File: src/asf_regs.svh
// constants of the status flag block; no assumptions beyond an includer
`ifndef ASF_REGS_SVH
`define ASF_REGS_SVH
`define ASF_FLAGS_INDEX 12'hFDB
`define ASF_FLAGS_ADDR 32'h00003F6C
`define ASF_OP_ADDR 32'h00000000
`define ASF_OPA_ADDR 32'h00000004
`define ASF_OPB_ADDR 32'h00000008
`define ASF_RESULT_ADDR 32'h0000000C
`define ASF_CFG_ADDR 32'h00000010
`define ASF_BIT_NEG 4
`define ASF_BIT_OVF 3
`define ASF_BIT_ZERO 2
`define ASF_BIT_HALF 1
`define ASF_BIT_CARRY 0
`define ASF_FLAG_MASK 8'h1F
`define ASF_RESP_OKAY 2'h0
`define ASF_RESP_SLVERR 2'h2
`endif
File: src/asf_pkg.sv
// types for the status flag block
// assumes asf_regs.svh is included by the design
package asf_pkg;
   typedef enum logic [3:0] {
      ASF_OP_ADD = 4'h0,
      ASF_OP_SUB = 4'h1,
      ASF_OP_AND = 4'h2,
      ASF_OP_CLR = 4'h3,
      ASF_OP_ROTL = 4'h4,
      ASF_OP_ROTR = 4'h5,
      ASF_OP_MOVE = 4'h6,
      ASF_OP_BITCLR = 4'h7,
      ASF_OP_BITSET = 4'h8,
      ASF_OP_SWAP = 4'h9
   } asf_op_t;
   typedef enum logic [2:0] {
      ASF_AM_INHERENT = 3'h0,
      ASF_AM_LITERAL = 3'h1,
      ASF_AM_DIRECT = 3'h2,
      ASF_AM_INDIRECT = 3'h3,
      ASF_AM_INDEXED = 3'h4
   } asf_mode_t;
endpackage : asf_pkg

File: src/asf_alu_status_flags.sv
// ALU with status flag logic behind an AXI4-Lite slave
// assumes one 125 MHz clock, a synchronous active-low reset and a
// master that keeps at most one write and one read under way
//
// Chosen here: the AXI4-Lite register port.
`timescale 1ns/1ns
`include "asf_regs.svh"
module asf_alu_status_flags
   import asf_pkg::*;
(
   input wire logic clk,
   input wire logic resetn,
   input wire logic [31:0] s_axi_awaddr,
   input wire logic s_axi_awvalid,
   output logic s_axi_awready,
   input wire logic [31:0] s_axi_wdata,
   input wire logic [3:0] s_axi_wstrb,
   input wire logic s_axi_wvalid,
   output logic s_axi_wready,
   output logic [1:0] s_axi_bresp,
   output logic s_axi_bvalid,
   input wire logic s_axi_bready,
   input wire logic [31:0] s_axi_araddr,
   input wire logic s_axi_arvalid,
   output logic s_axi_arready,
   output logic [31:0] s_axi_rdata,
   output logic [1:0] s_axi_rresp,
   output logic s_axi_rvalid,
   input wire logic s_axi_rready,
   input wire logic extended_set_enable,
   output logic [7:0] alu_condition_flags
);
   // bus handshake state
   logic [31:0] awaddr_reg, awaddr_next;
   logic aw_have_reg, aw_have_next;
   logic [31:0] wdata_reg, wdata_next;
   logic [3:0] wstrb_reg, wstrb_next;
   logic w_have_reg, w_have_next;
   logic bvalid_reg, bvalid_next;
   logic [1:0] bresp_reg, bresp_next;
   logic rvalid_reg, rvalid_next;
   logic [1:0] rresp_reg, rresp_next;
   logic [31:0] rdata_reg, rdata_next;
   // datapath state
   logic [4:0] flags_reg, flags_next;
   logic [7:0] opa_reg, opa_next;
   logic [7:0] opb_reg, opb_next;
   logic [7:0] result_reg, result_next;
   logic [2:0] bitsel_reg, bitsel_next;
   logic dest_flags_reg, dest_flags_next;
   asf_mode_t mode_reg, mode_next;
   logic extended_set_enable_s1_reg, extended_set_enable_s2_reg;

   logic wr_fire;
   logic op_go;
   asf_op_t op_code;
   logic [7:0] src;
   logic [8:0] sum;
   logic [4:0] low_sum;
   logic [7:0] b_eff;
   logic c_in;
   logic [7:0] alu_out;
   logic [4:0] alu_flags;
   logic [4:0] upd_mask;
   logic [7:0] status_view;

   assign status_view = {3'h0, flags_reg};
   assign alu_condition_flags = status_view;

   assign wr_fire = aw_have_reg && w_have_reg && !bvalid_reg;
   assign s_axi_awready = !aw_have_reg && !bvalid_reg;
   assign s_axi_wready = !w_have_reg && !bvalid_reg;
   assign s_axi_bvalid = bvalid_reg;
   assign s_axi_bresp = bresp_reg;
   assign s_axi_arready = !rvalid_reg;
   assign s_axi_rvalid = rvalid_reg;
   assign s_axi_rdata = rdata_reg;
   assign s_axi_rresp = rresp_reg;

   // op word: [3:0] opcode, [6:4] bit select, [7] result goes to status register
   assign op_go = wr_fire && awaddr_reg == `ASF_OP_ADDR && wstrb_reg[0];
   assign op_code = asf_op_t'(wdata_reg[3:0]);
   // with destination = status, the source operand is the status register itself
   assign src = wdata_reg[7] ? status_view : opa_reg;

   always_comb begin
      c_in = 1'b0;
      b_eff = opb_reg;
      if (op_code == ASF_OP_SUB) begin
         b_eff = ~opb_reg;
         c_in = 1'b1;
      end
      sum = {1'b0, src} + {1'b0, b_eff} + {8'h00, c_in};
      low_sum = {1'b0, src[3:0]} + {1'b0, b_eff[3:0]} + {4'h0, c_in};
      alu_out = 8'h00;
      alu_flags = flags_reg;
      upd_mask = 5'h00;
      case (op_code)
         ASF_OP_ADD, ASF_OP_SUB: begin
            alu_out = sum[7:0];
            upd_mask = 5'h1F;
            alu_flags[`ASF_BIT_HALF] = low_sum[4];
            alu_flags[`ASF_BIT_CARRY] = sum[8];
            alu_flags[`ASF_BIT_OVF] = (src[7] == b_eff[7]) && (sum[7] != src[7]);
         end
         ASF_OP_AND: begin
            alu_out = src & opb_reg;
            upd_mask = 5'h14;
         end
         ASF_OP_CLR: begin
            alu_out = 8'h00;
            upd_mask = 5'h04;
         end
         ASF_OP_ROTL: begin
            alu_out = {src[6:0], flags_reg[`ASF_BIT_CARRY]};
            upd_mask = 5'h17;
            alu_flags[`ASF_BIT_CARRY] = src[7];
            alu_flags[`ASF_BIT_HALF] = src[3];
         end
         ASF_OP_ROTR: begin
            alu_out = {flags_reg[`ASF_BIT_CARRY], src[7:1]};
            upd_mask = 5'h17;
            alu_flags[`ASF_BIT_CARRY] = src[0];
            alu_flags[`ASF_BIT_HALF] = src[4];
         end
         ASF_OP_MOVE: alu_out = src;
         ASF_OP_BITCLR: alu_out = src & ~(8'h01 << wdata_reg[6:4]);
         ASF_OP_BITSET: alu_out = src | (8'h01 << wdata_reg[6:4]);
         ASF_OP_SWAP: alu_out = {src[3:0], src[7:4]};
         default: alu_out = src;
      endcase
      if (upd_mask[`ASF_BIT_NEG]) alu_flags[`ASF_BIT_NEG] = alu_out[7];
      if (upd_mask[`ASF_BIT_ZERO]) alu_flags[`ASF_BIT_ZERO] = (alu_out == 8'h00);
   end

   always_comb begin
      awaddr_next = awaddr_reg;
      aw_have_next = aw_have_reg;
      wdata_next = wdata_reg;
      wstrb_next = wstrb_reg;
      w_have_next = w_have_reg;
      bvalid_next = bvalid_reg;
      bresp_next = bresp_reg;
      rvalid_next = rvalid_reg;
      rresp_next = rresp_reg;
      rdata_next = rdata_reg;
      flags_next = flags_reg;
      opa_next = opa_reg;
      opb_next = opb_reg;
      result_next = result_reg;
      bitsel_next = bitsel_reg;
      dest_flags_next = dest_flags_reg;
      mode_next = mode_reg;
      if (s_axi_awvalid && s_axi_awready) begin
         awaddr_next = s_axi_awaddr;
         aw_have_next = 1'b1;
      end
      if (s_axi_wvalid && s_axi_wready) begin
         wdata_next = s_axi_wdata;
         wstrb_next = s_axi_wstrb;
         w_have_next = 1'b1;
      end
      if (wr_fire) begin
         aw_have_next = 1'b0;
         w_have_next = 1'b0;
         bvalid_next = 1'b1;
         bresp_next = `ASF_RESP_OKAY;
         case (awaddr_reg)
            `ASF_FLAGS_ADDR: if (wstrb_reg[0]) flags_next = wdata_reg[4:0];
            `ASF_OPA_ADDR: if (wstrb_reg[0]) opa_next = wdata_reg[7:0];
            `ASF_OPB_ADDR: if (wstrb_reg[0]) opb_next = wdata_reg[7:0];
            `ASF_OP_ADDR: begin
               if (op_go) begin
                  bitsel_next = wdata_reg[6:4];
                  dest_flags_next = wdata_reg[7];
                  // a flag-updating op drops the data write; only the flags in its mask change, the others hold
                  if (wdata_reg[7] && upd_mask != 5'h00)
                     flags_next = (alu_flags & upd_mask) | (flags_reg & ~upd_mask);
                  else if (wdata_reg[7])
                     flags_next = alu_out[4:0];
                  else begin
                     flags_next = (alu_flags & upd_mask) | (flags_reg & ~upd_mask);
                     result_next = alu_out;
                  end
               end
            end
            `ASF_CFG_ADDR: begin
               // indexed mode needs the extended set; otherwise falls back to direct
               if (wstrb_reg[0]) begin
                  if (asf_mode_t'(wdata_reg[2:0]) == ASF_AM_INDEXED && !extended_set_enable_s2_reg)
                     mode_next = ASF_AM_DIRECT;
                  else if (wdata_reg[2:0] <= 3'h4)
                     mode_next = asf_mode_t'(wdata_reg[2:0]);
               end
            end
            default: bresp_next = `ASF_RESP_SLVERR;
         endcase
      end
      if (!extended_set_enable_s2_reg && mode_next == ASF_AM_INDEXED) mode_next = ASF_AM_DIRECT;
      if (bvalid_reg && s_axi_bready) bvalid_next = 1'b0;
      if (s_axi_arvalid && s_axi_arready) begin
         rvalid_next = 1'b1;
         rresp_next = `ASF_RESP_OKAY;
         case (s_axi_araddr)
            `ASF_FLAGS_ADDR: rdata_next = {24'h000000, status_view};
            `ASF_OPA_ADDR: rdata_next = {24'h000000, opa_reg};
            `ASF_OPB_ADDR: rdata_next = {24'h000000, opb_reg};
            `ASF_OP_ADDR: rdata_next = {24'h000000, dest_flags_reg, bitsel_reg, 4'h0};
            `ASF_RESULT_ADDR: rdata_next = {24'h000000, result_reg};
            `ASF_CFG_ADDR: rdata_next = {28'h0000000, extended_set_enable_s2_reg, mode_reg};
            default: begin
               rdata_next = 32'h00000000;
               rresp_next = `ASF_RESP_SLVERR;
            end
         endcase
      end else if (rvalid_reg && s_axi_rready) begin
         rvalid_next = 1'b0;
      end
   end

   // flags and operands are not reset: the core leaves them unknown
   always_ff @(posedge clk) begin
      flags_reg <= flags_next;
      opa_reg <= opa_next;
      opb_reg <= opb_next;
      result_reg <= result_next;
      extended_set_enable_s1_reg <= extended_set_enable;
      extended_set_enable_s2_reg <= extended_set_enable_s1_reg;
   end

   always_ff @(posedge clk) begin
      if (!resetn) begin
         awaddr_reg <= 32'h00000000;
         aw_have_reg <= 1'b0;
         wdata_reg <= 32'h00000000;
         wstrb_reg <= 4'h0;
         w_have_reg <= 1'b0;
         bvalid_reg <= 1'b0;
         bresp_reg <= 2'h0;
         rvalid_reg <= 1'b0;
         rresp_reg <= 2'h0;
         rdata_reg <= 32'h00000000;
         bitsel_reg <= 3'h0;
         dest_flags_reg <= 1'b0;
         mode_reg <= ASF_AM_INHERENT;
      end else begin
         awaddr_reg <= awaddr_next;
         aw_have_reg <= aw_have_next;
         wdata_reg <= wdata_next;
         wstrb_reg <= wstrb_next;
         w_have_reg <= w_have_next;
         bvalid_reg <= bvalid_next;
         bresp_reg <= bresp_next;
         rvalid_reg <= rvalid_next;
         rresp_reg <= rresp_next;
         rdata_reg <= rdata_next;
         bitsel_reg <= bitsel_next;
         dest_flags_reg <= dest_flags_next;
         mode_reg <= mode_next;
      end
   end

   logic [7:0] a_q;
   logic [7:0] b_q;
   logic [3:0] op_q;
   logic op_q_valid;
   logic dst_q;
   always_ff @(posedge clk) begin
      a_q <= src;
      b_q <= opb_reg;
      op_q <= wdata_reg[3:0];
      dst_q <= wdata_reg[7];
      op_q_valid <= resetn && op_go;
   end

   // flags carry no reset; the hold check waits until software has loaded them
   logic hold_armed_reg;
   always_ff @(posedge clk) begin
      if (!resetn) begin
         hold_armed_reg <= 1'b0;
      end else if (wr_fire && awaddr_reg == `ASF_FLAGS_ADDR && wstrb_reg[0]) begin
         hold_armed_reg <= 1'b1;
      end
   end

   add_carry_a: assert property (@(posedge clk) disable iff (!resetn)
      op_q_valid && op_q == 4'h0 && !dst_q |-> flags_reg[0] == ({1'b0, a_q} + {1'b0, b_q}) >> 8)
      else $error("carry wrong after add");
   sub_borrow_a: assert property (@(posedge clk) disable iff (!resetn)
      op_q_valid && op_q == 4'h1 && !dst_q |-> flags_reg[0] == (a_q >= b_q))
      else $error("inverted borrow wrong after subtract");
   sub_digit_a: assert property (@(posedge clk) disable iff (!resetn)
      op_q_valid && op_q == 4'h1 && !dst_q |-> flags_reg[1] == (a_q[3:0] >= b_q[3:0]))
      else $error("digit borrow wrong after subtract");
   zero_flag_a: assert property (@(posedge clk) disable iff (!resetn)
      op_q_valid && op_q <= 4'h2 && !dst_q |-> flags_reg[2] == (result_reg == 8'h00))
      else $error("zero flag disagrees with result");
   neg_flag_a: assert property (@(posedge clk) disable iff (!resetn)
      op_q_valid && op_q <= 4'h2 && !dst_q |-> flags_reg[4] == result_reg[7])
      else $error("negative flag disagrees with result");
   clr_status_a: assert property (@(posedge clk) disable iff (!resetn)
      op_q_valid && op_q == 4'h3 && dst_q |-> flags_reg[2] && flags_reg[4:3] == $past(flags_reg[4:3]))
      else $error("clear of status register wrong");
   upper_zero_a: assert property (@(posedge clk) alu_condition_flags[7:5] == 3'h0)
      else $error("unimplemented bits not zero");
   rot_carry_a: assert property (@(posedge clk) disable iff (!resetn)
      op_q_valid && op_q == 4'h4 && !dst_q |-> flags_reg[0] == a_q[7] && result_reg[0] == $past(flags_reg[0]))
      else $error("rotate left carry wrong");
   flags_hold_a: assert property (@(posedge clk) disable iff (!resetn)
      hold_armed_reg && !op_go && !(wr_fire && awaddr_reg == `ASF_FLAGS_ADDR) |=> $stable(flags_reg))
      else $error("flags moved without an instruction");
   add_seen_c: cover property (@(posedge clk) op_q_valid && op_q == 4'h0);
   sub_borrow_c: cover property (@(posedge clk) op_q_valid && op_q == 4'h1 && !flags_reg[0]);
   clr_status_c: cover property (@(posedge clk) op_q_valid && op_q == 4'h3 && dst_q);
endmodule : asf_alu_status_flags

File: config.mk
export PLATFORM = sky130hd
export DESIGN_NAME = asf_alu_status_flags
export DESIGN_NICKNAME = d
export VERILOG_FILES = /design/src/asf_pkg.sv /design/src/asf_alu_status_flags.sv
export VERILOG_INCLUDE_DIRS = /design/src
export SDC_FILE = /design/constraint.sdc
export NUM_CORES = 1
export LEC_CHECK = 0
export BUFFER_PORTS_ARGS = -buffer_cell sky130_fd_sc_hd__buf_4
export CAP_MARGIN = 20
export CORE_MARGIN = 1
export CORE_UTILIZATION = 57
export DETAILED_ROUTE_END_ITERATION = 10
export GPL_ROUTABILITY_DRIVEN = 0
export PLACE_DENSITY = 0.86
export SLEW_MARGIN = 20
export SYNTH_ARGS = -nofsm -noshare
export SYNTH_HDL_FRONTEND = slang
export SYNTH_SLANG_ARGS = --single-unit
export TNS_END_PERCENT = 50
File: constraint.sdc
create_clock -name clk -period 9.45 [get_ports clk]
set_input_delay 2.3625 -clock clk [delete_from_list [all_inputs] [get_ports clk]]
set_output_delay 2.3625 -clock clk [all_outputs]
set_load 0.01 [all_outputs]
==> results_dict.tcl <==
set metrics [dict create \
    grt_pass1_vias 4822 \
    worst-r2r-setup-slack_ns 5.41 \
    seqPwrFrac_pct 49.5 \
    timing.hold.ws_ns 0.337 \
    drt_iter0_drc 499 \
    ctsHtreeMaxLevel 3 \
    synth_top_area_share_pct 22.9 \
    maxCapViolations 0 \
    slew_violations 0 \
    core-area_mm2 0.00937 \
    outcome "complete, no violations" \
    path_class "in2reg" \
    cp_max_fo 8 \
    p_per_area_mw_per_mm2 138 \
    die_y_um 101 \
    fmax_mhz 247 \
    hpwl_um 10800 \
    diodes 0 \
    nNetsFinal 835 \
    cp.required_ns 9.76 \
    drt_wl_total_um 14600 \
    arrival_ns 4.35 \
    finalCritPeriodShare_pct 42.8 \
    cts.repair.resized 0 \
    clk_pin_slew_ns 0.10 \
    die_x_um 101 \
    syn_inst 641 \
    ctsHoldBuffers 0 \
    insertion_delay_ns 0.37 \
    swShare_pct 30.3 \
    post-place-ws_ns 5.02 \
    largest_register_ffs 32 \
    die_area_mm2 0.0102 \
    cts_sinks 93 \
    drt_first_pass_iters 8 \
    cts.path.max_buffers 2 \
    r2r-start "wdata_reg[1]$_SDFFE_PN0P_" \
    yosys-top-cells-count "nand2_1 (121), dfxtp_1 (64), a21boi_0 (46), buf_4 (31), edfxtp_1 (29)" \
    io_pins 157 \
    setup_viol 0 \
    min_to "extended_set_enable_s2_reg$_DFF_P_" \
    synthArstFlopShare_pct 0 \
    hold_viol 0 \
    holdPathStages 0 \
    grt_max_degree 59 \
    power.switching_mw 0.271 \
    synthFlopType "dfxtp_1" \
    hold_start "extended_set_enable_s1_reg$_DFF_P_" \
    layout-drive-gt1-share_pct 20.2 \
    finalNonFillerCells 852 \
    synth_top_area_cell "dfxtp_1" \
    rsz0062_at_grt "no" \
    maxSlewHeadroom_pct 30.9 \
    antenna_found_initial 0 \
    r2r_end "flags_reg[2]$_DFFE_PP_" \
    cts_made_buffers 9 \
    wl_per_cell_um 17.1 \
    synth-seq-cells 93 \
    cts_setup_buffers 0 \
    cp.buffers_inverters 1 \
    end_kind "flip-flop" \
    ant_nets 0 \
    cpPeakStageDelay_ns 0.54 \
    ys_types 75 \
    io_buffers 100 \
    p_comb_share_pct 21.0 \
    synth_edf_count 29 \
    tns_ns 0 \
    grt_pass1_wl_um 22700 \
    syn2layout_area_growth_pct 15.8 \
    synth.most_common_cell "nand2_1" \
    via_per_inst 6.15 \
    start_util_pct 59.6 \
    grt.total_usage_pct 28.6 \
    intPower_mw 0.623 \
    setup.worst_path.start "s_axi_araddr[20]" \
    reg2reg_depth 10 \
    synthTopCellsByArea "dfxtp_1 (23%), edfxtp_1 (16%), nand2_1 (8.1%), a21boi_0 (6.2%), buf_4 (4.2%)" \
    setup_ws_ns 5.40 \
    finalClockSkew_ns 0.0157 \
    slowest_stage "nor3_1" \
    start_kind "input pin" \
    ys_seq_area_share_pct 38.5 \
    drc 0 \
    syn-mean-instance-area_um2 8.71 \
    gr-total-overflow 0 \
    worstPathCellList "buf_4 > nor4_1 > nand4_1 > nor3_1 > a21oi_1 > nor2_1 > a32o_1" \
    row_count 35 \
    ys.warnings.count 0 \
    post-place-cells 836 \
    power.leakage_nw 2.54 \
    cts_tree "done" \
    root_buffer "clkbuf_8" \
    crit_family "simple AND/OR/NAND/NOR gates" \
    worst_pin_slew_ns 1.04 \
    syn_area_mm2 0.00559 \
    vias 5240 \
    finalCriticalPeriod_ns 4.05 \
    clkPwrFrac_pct 29.4 \
    hold_path_class "reg2reg" \
    irDropWorstVdd_mv 0.0947 \
]
[stage by stage]
stage                     total power [mW]  area [um2]  utilization, %
after floorplan                      0.580        5690               -
after global placement               0.627        6250            66.7
after detailed placement             0.633        6260            66.8
after CTS                            0.889        6460            68.9
after global routing                 0.929        6470            69.0
final                                0.895        6470            69.0
[cells in the final DEF, fill, tap and decap left out, drive strengths merged, types with 18 or more instances in the layout]
cell type,instances
a21boi,47
buf,105
conb,29
dfxtp,64
edfxtp,29
inv,27
nand2,121
nor2,27
nor4,18
o21ai,25
[layout make-up]
type / instances / area, um2
Fill cell: 731 / 2910
Inverter: 23 / 86.3
Tap cell: 129 / 161
Sequential cell: 93 / 2150
Clock inverter: 6 / 47.5
Timing Repair Buffer: 105 / 788
Multi-Input combinational cell: 486 / 3080
Clock buffer: 10 / 149
[power groups by stage]
stage	clock [mW]	sequential (mW)	combinational, mW
finish	0.263	0.443	0.188
global route	0.280	0.445	0.203
CTS	0.264	0.443	0.182
detailed placement	0	0.452	0.181
global placement	0	0.451	0.176
floorplan	0	0.445	0.134
[worst max path at each step]
stage / to / slack [ns] / cells after the start
floorplan: s_axi_rdata[5]$_SDFFE_PN0P_ / 5.42 / 8
detailed placement: s_axi_rdata[6]$_SDFFE_PN0P_ / 5.02 / 7
global placement: s_axi_rdata[5]$_SDFFE_PN0P_ / 5.14 / 7
CTS: s_axi_rdata[6]$_SDFFE_PN0P_ / 5.38 / 7
finish: s_axi_rdata[7]$_SDFFE_PN0P_ / 5.40 / 7
global route: s_axi_rdata[5]$_SDFFE_PN0P_ / 5.15 / 8
[metal layers]
metal / part of all wire, % / GRT usage (%) / wire [um] / up-vias
met3: 9.9 / 5.20 / 1450 / 70
met4: 3.9 / 14.4 / 566 / 0
met5: 0 / 0 / 0 / -
met2: 48 / 47.8 / 6980 / 349
met1: 38 / 35.5 / 5590 / 2399
li1: - / - / - / 2422
[kinds of logic after synthesis]
| kind of cell | after synthesis | share of synthesized area [%] |
|---|---|---|
| buffers and inverters | 90 | 8.47 |
| xor gates and xnor gates | 11 | 1.73 |
| other | 1 | 0.0671 |
| adders and majority gates | 9 | 2.15 |
| and+or+nand+nor | 249 | 22.6 |
| DFF | 93 | 38.5 |
| AOI/OAI and AO/OA | 170 | 22.2 |
| muxes | 18 | 4.26 |
[worst reg2reg max path, cell delays in order, from the launching register on]
cell and delay (ns):
dfxtp_1 0.60, nor4b_4 0.85, xor2_1 0.21, ha_1 0.35, and2_1 0.16, a221oi_1 0.46
mux2i_1 0.31, nand3_1 0.10, a32o_1 0.33, a2111o_1 0.39, o21ai_1 0.15
(Power assumes the default switching activity.)
